<file path="src/verilog/adcseq_pkg.sv">
// Constants and types for the converter sequencer and trigger control.
// Assumes an APB master on pclk and a converter core returning two 12-bit words.
package adcseq_pkg;

    // ************************************
    // Sizes and timing
    // ************************************
    localparam int         NSMP     = 20;
    localparam logic [4:0] NIN      = 5'hA;
    localparam logic [3:0] SAMP_CYC = 4'h3;
    localparam logic [3:0] CONV_CYC = 4'hD;

    // ************************************
    // Register offsets
    // ************************************
    localparam logic [7:0] OFS_CTRL      = 8'h00;
    localparam logic [7:0] OFS_TRIG      = 8'h04;
    localparam logic [7:0] OFS_CNT       = 8'h08;
    localparam logic [7:0] OFS_STAT      = 8'h0C;
    localparam logic [7:0] OFS_THR       = 8'h10;
    localparam logic [7:0] OFS_CHSEL     = 8'h20;
    localparam logic [7:0] OFS_CHSEL_END = 8'h48;
    localparam logic [7:0] OFS_RES       = 8'h80;
    localparam logic [7:0] OFS_RES_END   = 8'hD0;

    // ************************************
    // Field positions
    // ************************************
    localparam int CTRL_MODE   = 0;
    localparam int CTRL_ALIGN  = 2;
    localparam int CTRL_THUP   = 3;
    localparam int CTRL_SWTRIG = 4;
    localparam int TRIG_PWM    = 0;
    localparam int TRIG_TMR    = 4;
    localparam int TRIG_CNT    = 8;
    localparam int CHS_EVEN    = 0;
    localparam int CHS_ODD     = 8;
    localparam int STAT_DONE   = 0;
    localparam int STAT_ROUND  = 4;
    localparam int STAT_ABN    = 5;
    localparam int STAT_THR    = 6;

    // ************************************
    // Reset values
    // ************************************
    localparam logic [15:0] RST_CNT = 16'h1111;
    localparam logic [15:0] RST_THR = 16'h0000;

    // ************************************
    // Types
    // ************************************
    typedef enum logic [1:0] {
        MODE_ONE  = 2'b00,
        MODE_TWO  = 2'b01,
        MODE_FOUR = 2'b10
    } adcseq_mode_t;

    typedef enum logic [1:0] {
        FSM_IDLE = 2'b00,
        FSM_SAMP = 2'b01,
        FSM_CONV = 2'b10
    } adcseq_fsm_t;

    typedef struct packed {
        logic        psel;
        logic        penable;
        logic        pwrite;
        logic [7:0]  paddr;
        logic [31:0] pwdata;
    } adcseq_apb_req_t;

    typedef struct packed {
        logic        pready;
        logic        pslverr;
        logic [31:0] prdata;
    } adcseq_apb_rsp_t;

    typedef struct packed {
        logic [11:0] data_a;
        logic [11:0] data_b;
    } adcseq_conv_t;

    typedef struct packed {
        logic [3:0] sel_a;
        logic [3:0] sel_b;
        logic       hold;
        logic       trig_ind;
    } adcseq_pins_t;

    typedef struct packed {
        logic [3:0] stage_done;
        logic       round_done;
        logic       abnormal;
        logic       thr_hit;
        logic       busy;
    } adcseq_flags_t;

    typedef struct packed {
        adcseq_mode_t           mode;
        logic                   align_left;
        logic                   th_upper;
        logic [3:0]             pwm_en;
        logic [3:0]             tmr_en;
        logic [3:0]             trig_n;
        logic [15:0]            cnt_cfg;
        logic [15:0]            thresh;
        logic [NSMP-1:0][4:0]   chsel;
        logic [NSMP-1:0][15:0]  res;
        adcseq_fsm_t            st;
        logic [3:0]             cyc;
        logic                   second;
        logic [1:0]             stage;
        logic [3:0]             taken;
        logic [4:0]             idx;
        logic [3:0]             trig_cnt;
        adcseq_pins_t           pins;
        adcseq_flags_t          flags;
        adcseq_apb_rsp_t        rsp;
    } adcseq_state_t;

endpackage : adcseq_pkg

</file>
<file path="src/verilog/adcseq_ctrl.sv">
// Sequencer and trigger control for a dual sample-and-hold converter.
// Assumes APB master, trigger pulses and converter data on pclk.
//
// Contract
// sample two circuits together, convert in turn
// each circuit picks among ten inputs
// conversion is 3 sample plus 13 cycles
// select fields at [4:0] and [12:8]
// even and odd sample taken together
// stage sample count equals its field; a zero field takes one sample
// odd count converts one value last
// trigger source chosen by trigger config
// round done flag after whole round
// each stage raises its own done flag
// wait idle for next stage trigger
// rounds of one, two or four stages
// single stage counts N triggers first
// two stages start on T0, T1
// four stages start on T0 to T3
// single stage any trigger, software once
// both hardware sources may be enabled
// trigger indication output for debugging
// stage counts in four-bit fields
// software powers converter up in order
// trigger while busy flags abnormal event
// first result compared against threshold
// results left padded or sign extended
// results fill in order, pointer wraps
// status flags cleared by writing one
`timescale 1ns/1ns
module adcseq_ctrl (
    // Clock, reset, enable
    input  wire logic                     pclk,
    input  wire logic                     presetn,
    input  wire logic                     ce,
    // APB slave
    input  wire adcseq_pkg::adcseq_apb_req_t apb_req,
    output      adcseq_pkg::adcseq_apb_rsp_t apb_rsp,
    // Timed triggers
    input  wire logic [3:0]               pwm_timed_conversion_trigger,
    input  wire logic [3:0]               tmr_timed_conversion_trigger,
    // Converter core
    input  wire adcseq_pkg::adcseq_conv_t conv,
    output      adcseq_pkg::adcseq_pins_t pins,
    // Event flags
    output      adcseq_pkg::adcseq_flags_t flags
);
    import adcseq_pkg::*;

    // ************************************
    // Helpers
    // ************************************
    function automatic logic [3:0] route(input logic [4:0] ch);
        logic [4:0] k;
        k = (ch >= NIN) ? ch - NIN : ch;
        return k[3:0];
    endfunction : route

    function automatic logic [15:0] fmt(input logic [11:0] d, input logic left);
        return left ? {d, 4'h0} : {{4{d[11]}}, d};
    endfunction : fmt

    function automatic logic [32:0] rd_reg(input adcseq_state_t s, input logic [7:0] a);
        logic [7:0]  d;
        logic [32:0] q;
        d = 8'h00;
        q = {1'b1, 32'h0};
        case (a)
            OFS_CTRL: q[31:0] = {28'h0, s.th_upper, s.align_left, s.mode};
            OFS_TRIG: q[31:0] = {20'h0, s.trig_n, s.tmr_en, s.pwm_en};
            OFS_CNT:  q[31:0] = {16'h0, s.cnt_cfg};
            OFS_STAT: q[31:0] = {21'h0, s.stage, s.flags.busy, 1'b0, s.flags.thr_hit,
                                 s.flags.abnormal, s.flags.round_done, s.flags.stage_done};
            OFS_THR:  q[31:0] = {16'h0, s.thresh};
            default: begin
                if (a >= OFS_CHSEL && a < OFS_CHSEL_END) begin
                    d = a - OFS_CHSEL;
                    q[31:0] = {19'h0, s.chsel[{d[5:2], 1'b1}], 3'h0, s.chsel[{d[5:2], 1'b0}]};
                end else if (a >= OFS_RES && a < OFS_RES_END) begin
                    d = a - OFS_RES;
                    q[31:0] = {16'h0, s.res[d[6:2]]};
                end else begin
                    q[32] = 1'b0;
                end
            end
        endcase
        return q;
    endfunction : rd_reg

    // ************************************
    // State and decode
    // ************************************
    localparam adcseq_state_t S_RST = '{cnt_cfg: RST_CNT, thresh: RST_THR,
                                        mode: MODE_ONE, st: FSM_IDLE, default: '0};

    adcseq_state_t r;
    adcseq_state_t n;
    logic [3:0]    ev;
    logic          hw_hit;
    logic          setup;
    logic          wr;
    logic          sw_fire;
    logic [3:0]    cnt;
    logic [3:0]    goal;
    logic [1:0]    last_stage;
    logic          store;
    logic [32:0]   rd;
    logic [7:0]    wa;
    logic [31:0]   wd;

    assign wa = apb_req.paddr;
    assign wd = apb_req.pwdata;
    assign ev = (pwm_timed_conversion_trigger & r.pwm_en) | (tmr_timed_conversion_trigger & r.tmr_en);
    // Single stage takes any enabled line; multi-stage only the current one
    assign hw_hit = (r.mode == MODE_ONE) ? |ev : ev[r.stage];
    assign setup = apb_req.psel & ~apb_req.penable;
    assign wr = apb_req.psel & apb_req.penable & r.rsp.pready & apb_req.pwrite;
    assign sw_fire = wr && wa == OFS_CTRL && wd[CTRL_SWTRIG];
    // Zero count is taken as one sample so a stage always ends
    assign cnt = (r.cnt_cfg[{r.stage, 2'b00} +: 4] == 4'h0) ? 4'h1
               : r.cnt_cfg[{r.stage, 2'b00} +: 4];
    assign goal = (r.trig_n == 4'h0) ? 4'h1 : r.trig_n;
    assign last_stage = (r.mode == MODE_ONE) ? 2'b00
                      : (r.mode == MODE_TWO) ? 2'b01 : 2'b11;
    assign store = (r.st == FSM_CONV) && (r.cyc == CONV_CYC - 4'h1);
    assign rd = rd_reg(r, wa);

    // ************************************
    // Next state
    // ************************************
    always_comb begin
        logic        go;
        logic [15:0] v;
        logic [4:0]  nb;
        logic [7:0]  d;
        go = 1'b0;
        v = 16'h0;
        nb = 5'h0;
        d = wa - OFS_CHSEL;
        n = r;
        n.pins.trig_ind = 1'b0;

        // APB: answer one cycle after setup, zero wait states
        n.rsp.pready = setup;
        if (setup) begin
            n.rsp.prdata = apb_req.pwrite ? 32'h0 : rd[31:0];
            n.rsp.pslverr = ~rd[32];
        end
        if (wr) begin
            case (wa)
                OFS_CTRL: begin
                    n.mode = adcseq_mode_t'(wd[CTRL_MODE +: 2]);
                    n.align_left = wd[CTRL_ALIGN];
                    n.th_upper = wd[CTRL_THUP];
                end
                OFS_TRIG: begin
                    n.pwm_en = wd[TRIG_PWM +: 4];
                    n.tmr_en = wd[TRIG_TMR +: 4];
                    n.trig_n = wd[TRIG_CNT +: 4];
                    n.trig_cnt = 4'h0;
                end
                OFS_CNT: n.cnt_cfg = wd[15:0];
                OFS_STAT: begin
                    // Sets below come later, so an event beats its clear
                    n.flags.stage_done = r.flags.stage_done & ~wd[STAT_DONE +: 4];
                    n.flags.round_done = r.flags.round_done & ~wd[STAT_ROUND];
                    n.flags.abnormal = r.flags.abnormal & ~wd[STAT_ABN];
                    n.flags.thr_hit = r.flags.thr_hit & ~wd[STAT_THR];
                end
                OFS_THR: n.thresh = wd[15:0];
                default: begin
                    if (wa >= OFS_CHSEL && wa < OFS_CHSEL_END) begin
                        n.chsel[{d[5:2], 1'b0}] = wd[CHS_EVEN +: 5];
                        n.chsel[{d[5:2], 1'b1}] = wd[CHS_ODD +: 5];
                    end
                end
            endcase
        end

        // A trigger during a stage is not queued, only reported
        if (r.st != FSM_IDLE && (|ev || sw_fire)) begin
            n.flags.abnormal = 1'b1;
        end

        case (r.st)
            FSM_IDLE: begin
                if (r.mode == MODE_ONE) begin
                    if (sw_fire) begin
                        go = 1'b1;
                    end else if (hw_hit) begin
                        if (r.trig_cnt + 4'h1 >= goal) begin
                            go = 1'b1;
                            n.trig_cnt = 4'h0;
                        end else begin
                            n.trig_cnt = r.trig_cnt + 4'h1;
                        end
                    end
                end else if (hw_hit || sw_fire) begin
                    go = 1'b1;
                end
            end
            FSM_SAMP: begin
                if (r.cyc == SAMP_CYC - 4'h1) begin
                    n.st = FSM_CONV;
                    n.cyc = 4'h0;
                    n.pins.hold = 1'b0;
                end else begin
                    n.cyc = r.cyc + 4'h1;
                end
            end
            FSM_CONV: begin
                if (store) begin
                    v = fmt(r.second ? conv.data_b : conv.data_a, r.align_left);
                    if (r.idx < 5'(NSMP)) begin
                        n.res[r.idx] = v;
                    end
                    if (r.idx == 5'h0 && (r.th_upper ? $signed(v) > $signed(r.thresh)
                                                     : $signed(v) < $signed(r.thresh))) begin
                        n.flags.thr_hit = 1'b1;
                    end
                    n.idx = r.idx + 5'h1;
                    n.taken = r.taken + 4'h1;
                    n.cyc = 4'h0;
                    if (r.taken + 4'h1 == cnt) begin
                        // Odd count ends here with the second value unused
                        n.st = FSM_IDLE;
                        n.second = 1'b0;
                        n.flags.stage_done[r.stage] = 1'b1;
                        if (r.stage == last_stage) begin
                            n.flags.round_done = 1'b1;
                            n.stage = 2'b00;
                            n.idx = 5'h0;
                        end else begin
                            n.stage = r.stage + 2'b01;
                        end
                    end else if (!r.second) begin
                        // Second held value: its own 16-cycle slot, no new sample
                        n.second = 1'b1;
                        n.st = FSM_SAMP;
                    end else begin
                        nb = (r.idx + 5'h2 >= 5'(NSMP)) ? r.idx + 5'h1 : r.idx + 5'h2;
                        n.second = 1'b0;
                        n.st = FSM_SAMP;
                        n.pins.hold = 1'b1;
                        n.pins.sel_a = route(r.chsel[r.idx + 5'h1]);
                        n.pins.sel_b = route(r.chsel[nb]);
                    end
                end else begin
                    n.cyc = r.cyc + 4'h1;
                end
            end
            default: n.st = FSM_IDLE;
        endcase

        if (go) begin
            nb = (r.idx + 5'h1 >= 5'(NSMP)) ? r.idx : r.idx + 5'h1;
            n.st = FSM_SAMP;
            n.cyc = 4'h0;
            n.taken = 4'h0;
            n.second = 1'b0;
            n.pins.trig_ind = 1'b1;
            n.pins.hold = 1'b1;
            n.pins.sel_a = route(r.chsel[r.idx]);
            n.pins.sel_b = route(r.chsel[nb]);
        end
        n.flags.busy = (n.st != FSM_IDLE);
    end

    always_ff @(posedge pclk or negedge presetn) begin
        if (!presetn) begin
            r <= S_RST;
        end else if (ce) begin
            r <= n;
        end
    end

    assign apb_rsp = r.rsp;
    assign pins = r.pins;
    assign flags = r.flags;

    // ************************************
    // Check helpers
    // ************************************
    // Run of conversion cycles; counted, not repeated in a sequence
    logic [4:0] conv_run_reg;

    always_ff @(posedge pclk or negedge presetn) begin
        if (!presetn) begin
            conv_run_reg <= 5'h00;
        end else if (ce) begin
            conv_run_reg <= (r.st == FSM_CONV) ? conv_run_reg + 5'h01 : 5'h00;
        end
    end
endmodule : adcseq_ctrl

</file>
<file path="config.mk">
export PLATFORM = sky130hd
export DESIGN_NAME = adcseq_ctrl
export DESIGN_NICKNAME = d
export VERILOG_FILES = /design/src/verilog/adcseq_pkg.sv /design/src/verilog/adcseq_ctrl.sv
export SDC_FILE = /design/constraint.sdc
export NUM_CORES = 1
export LEC_CHECK = 0
export ABC_AREA = 1
export CELL_PAD_IN_SITES_DETAIL_PLACEMENT = 1
export CELL_PAD_IN_SITES_GLOBAL_PLACEMENT = 1
export CORE_MARGIN = 2
export CORE_UTILIZATION = 43
export CTS_BUF_LIST = sky130_fd_sc_hd__clkbuf_2 sky130_fd_sc_hd__clkbuf_4 sky130_fd_sc_hd__clkbuf_8
export DETAILED_ROUTE_END_ITERATION = 7
export DONT_BUFFER_PORTS = 1
export PLACE_DENSITY_LB_ADDON = 0.2
export SYNTH_ARGS = -nofsm -noshare
export SYNTH_HDL_FRONTEND = slang
export SYNTH_SLANG_ARGS = --single-unit
</file>
<file path="constraint.sdc">
create_clock -name pclk -period 8.9 [get_ports pclk]
set_clock_uncertainty 0.1 [all_clocks]
set_input_delay 0 -clock pclk [delete_from_list [all_inputs] [get_ports pclk]]
set_output_delay 0 -clock pclk [all_outputs]
set_load 0.05 [all_outputs]
</file>
==> impl_summary.log <==
[metrics] detailed-routing iteration count for the pre-antenna-repair pass: 7
[metrics] flip-flop cell with the highest count after synthesis: dfrtp_1
[metrics] Synth cell types: 61
[metrics] post-placement setup slack: 3.30 ns
[metrics] hold buffer count at CTS: 64
[metrics] Largest stage delay, worst path: 0.77 ns
[metrics] Hold Fails Final Rpt: 526
[metrics] final-stage net count: 3750
[metrics] worst slew pin tran: 1.94 ns
[metrics] Final setup violation count: 0
[metrics] area overhead of the layout relative to synthesis: 8.35%
[metrics] IO buf count: 0
[metrics] CP most frequent cell: nand2_1
[metrics] cell count after synthesis: 3751
[metrics] Final Util: 47.0%
[metrics] EDFF count, synth: 0
[metrics] number of global-route vias before repair: 28900
[metrics] result of the run: finished, violations left
[metrics] HPWL after detailed placement: 73.5 mm
[metrics] maximum vdd ir drop: 0.232 mV
[metrics] warnings from Yosys: 0
[metrics] RR Endpoint: pins[3]$_DFFE_PN0P_
[metrics] count of max-cap constraint violations: 0
[metrics] Worst setup startpoint: r[56]$_DFFE_PN0P_
[metrics] IO Count: 130
[metrics] Fin Setup TNS: 0 ns
[metrics] proportion of synthesized flip-flops having asynchronous set or reset: 100%
[metrics] post-route fraction of the period consumed by the critical path: 65.0%
[metrics] worst min path class: input pin to async pin
[metrics] most used cells in the layout excluding fill and tap cells: nand2_1, o21ai_0, dfrtp_1, inv_1, nand3_1
[metrics] standard cell with the maximum stage delay on the critical path: buf_4
[metrics] RSZ-0062 raised after global routing: no
[metrics] Via-to-Cell Ratio: 6.12
[metrics] average wire length per cell after detail routing: 25.3 um
[metrics] average size of a mapped cell: 7.75 um2
[metrics] cell row count: 95
[metrics] Final GP Congestion: 0.965
[metrics] total number of vias: 28000
[metrics] leakage power: 14.0 nW
[metrics] DIE AREA: 69700 um2
[metrics] starting utilization of the core area: 43.4%
[metrics] global-route wire length before repair: 178 mm
[metrics] startpoint type of the worst setup path: flop
[metrics] CTS Root Cell: clkbuf_8
[metrics] crit path kind: flop to flop
[metrics] final worst hold slack: -1.10 ns
[metrics] aggregate global-route resource usage: 33.0%
[metrics] worst slew margin relative to its limit: -29.1%
[metrics] Setup Fix Bufs, Post-CTS: 0
[metrics] number of sinks on the clock net: 526
[metrics] cts repair resizes: 0
[metrics] CP required: 9.40 ns
[metrics] placeable core region: 67000 um2
[metrics] Slew Viols, Final: 237
[metrics] source of the worst register-to-register timing path: r[56]$_DFFE_PN0P_
[metrics] chain of cells forming the critical path: buf_4 > nand3_2 > nand3_4 > nand3_2 > nand2_2 > buf_4 > o21ai_1 > nor2_1 > nor2_1 > nor2_1 > nor2_1 > nor2_2 > ha_1 > inv_1 > nand2_1 > nand3_1 > nand2_1 > clkinv_1 > nand2_1 > nand2_1 > nand2_1 > nand2_1
[metrics] critical path endpoint category: flop
[metrics] Yosys reg bits: 526
[metrics] remaining global-route overflow: 0
[metrics] H-tree lvl count: 3
[metrics] vertical die dimension: 264 um
[metrics] power density over the cells: 305 nW/um2
[metrics] initial antenna violation count: 3
[metrics] violations in the final reports: hold timing, slew limit
[metrics] CTS clk-pin slew, worst paths: 0.06 ns
[metrics] number of design-rule violations left by the first detailed-router iteration: 2743
[metrics] final critical-path required period: 5.79 ns
[metrics] Die Wd: 264 um
[metrics] Top Family by Delay on Critical Path: simple AND/OR/NAND/NOR gates
[metrics] part of the Yosys area used for sequential elements: 45.3%
[metrics] stages on the worst setup path: 22
[metrics] aggregate routed wire length: 116 mm
[metrics] most common library cell in the layout ignoring fill and taps: nand2_1
[metrics] clock latency reported for the late side of the worst-skew pair: 0.74 ns
[metrics] Critical Path Fanout Max: 87
[metrics] WP buf/inv: 4
[metrics] largest buffer count on any clock path: 3
[metrics] slack of the worst reg-to-reg path: 3.11 ns
[metrics] remaining routing DRC violations: 0
[metrics] minimum setup slack in the final design: 3.11 ns
[metrics] Max Clock Freq: 0.173 GHz
[metrics] capture point of the critical path: pins[3]$_DFFE_PN0P_
[metrics] post-detailed-route count of antenna-violating nets: 0
[metrics] ratio of cells with drive above 1 in the final layout: 7.39%
[metrics] TritonCTS clock tree: yes
[metrics] pin count of the biggest net entering global routing: 527
[metrics] Syn Std Cell Area: 29100 um2
[metrics] Crit path arrival time: 6.29 ns
[metrics] number of buffers added by the clock tree synthesis step: 91
[metrics] reg2reg path depth: 22
cells in the mapped netlist (10+ instances only):
master | n | area share [%]
nand3_1 | 230 | 4.0
nor2_1 | 105 | 1.4
o21ai_1 | 12 | 0.21
buf_2 | 32 | 0.55
clkbuf_1 | 197 | 2.5
o21ai_0 | 699 | 12
a221oi_1 | 42 | 1.3
ha_1 | 39 | 1.7
o211ai_1 | 18 | 0.46
nand2_2 | 13 | 0.28
buf_6 | 10 | 0.39
buf_1 | 20 | 0.26
o22ai_1 | 49 | 1.1
inv_1 | 252 | 3.3
a22oi_1 | 154 | 4.0
buf_4 | 72 | 1.9
a21oi_1 | 192 | 3.3
mux2i_1 | 11 | 0.38
nand2_1 | 940 | 12
dfrtp_1 | 522 | 45
stage by stage:
stage	power [mW]	cell area [um2]	std cells
3_5_place_dp	7.11	28900	4349
3_3_place_gp	6.92	28900	4349
4_1_cts	9.55	31500	4569
2_1_floorplan	5.82	29100	3766
6_report	9.62	31500	4571
5_1_grt	10.1	31500	4570
routing by layer:
layer	up-vias	track usage (%)	wire length, um
li1	12400	-	-
met2	1089	52.9	53300
met3	320	6.59	8160
met5	-	0	8
met4	2	16.3	5980
met1	14100	42.5	48200
power by group:
group	switching, mW	internal [mW]
Clock	1.07	1.31
Combinational	3.38	1.24
Sequential	0.159	2.47
worst min-delay path by stage:
stage                             end  cells after the start
6_report           r[230]$_DFFE_PN0P_                      0
3_5_place_dp       r[230]$_DFFE_PN0P_                      0
5_1_grt            r[230]$_DFFE_PN0P_                      0
3_3_place_gp       r[230]$_DFFE_PN0P_                      0
4_1_cts            r[230]$_DFFE_PN0P_                      0
2_1_floorplan  apb_rsp[0]$_DFFE_PN0P_                      0
cell type report:
| type | instances | area, um2 |
|---|---|---|
| fillers | 8230 | 35500 |
| multi-input cells | 2637 | 13300 |
| flip-flops and latches | 526 | 13200 |
| clock buffers | 142 | 1750 |
| well taps | 873 | 1090 |
| inverters | 271 | 1030 |
| repair buffers | 106 | 956 |
| clock inverters | 14 | 175 |
| diodes | 2 | 5.00 |
flip-flops by register name (all words and copies together), names as in the netlist:
name	cells
pins	10
flags	8
apb_rsp	18
r	490
kinds of logic (layout without fill, tap and decap cells):
group | after synthesis | in the layout | synth area share [%]
multiplexers | 11 | 11 | 0.379
flip-flops | 526 | 526 | 45.3
XOR/XNOR | 9 | 9 | 0.271
other | 1 | 18 | 0.0129
adder cells (fa/ha/maj) | 39 | 39 | 1.68
AND/OR/NAND/NOR | 1336 | 1336 | 19.1
buffers and inverters | 603 | 533 | 9.14
AO/OA/AOI/OAI | 1226 | 1226 | 24.2
Power figures use the tool's default switching activity.
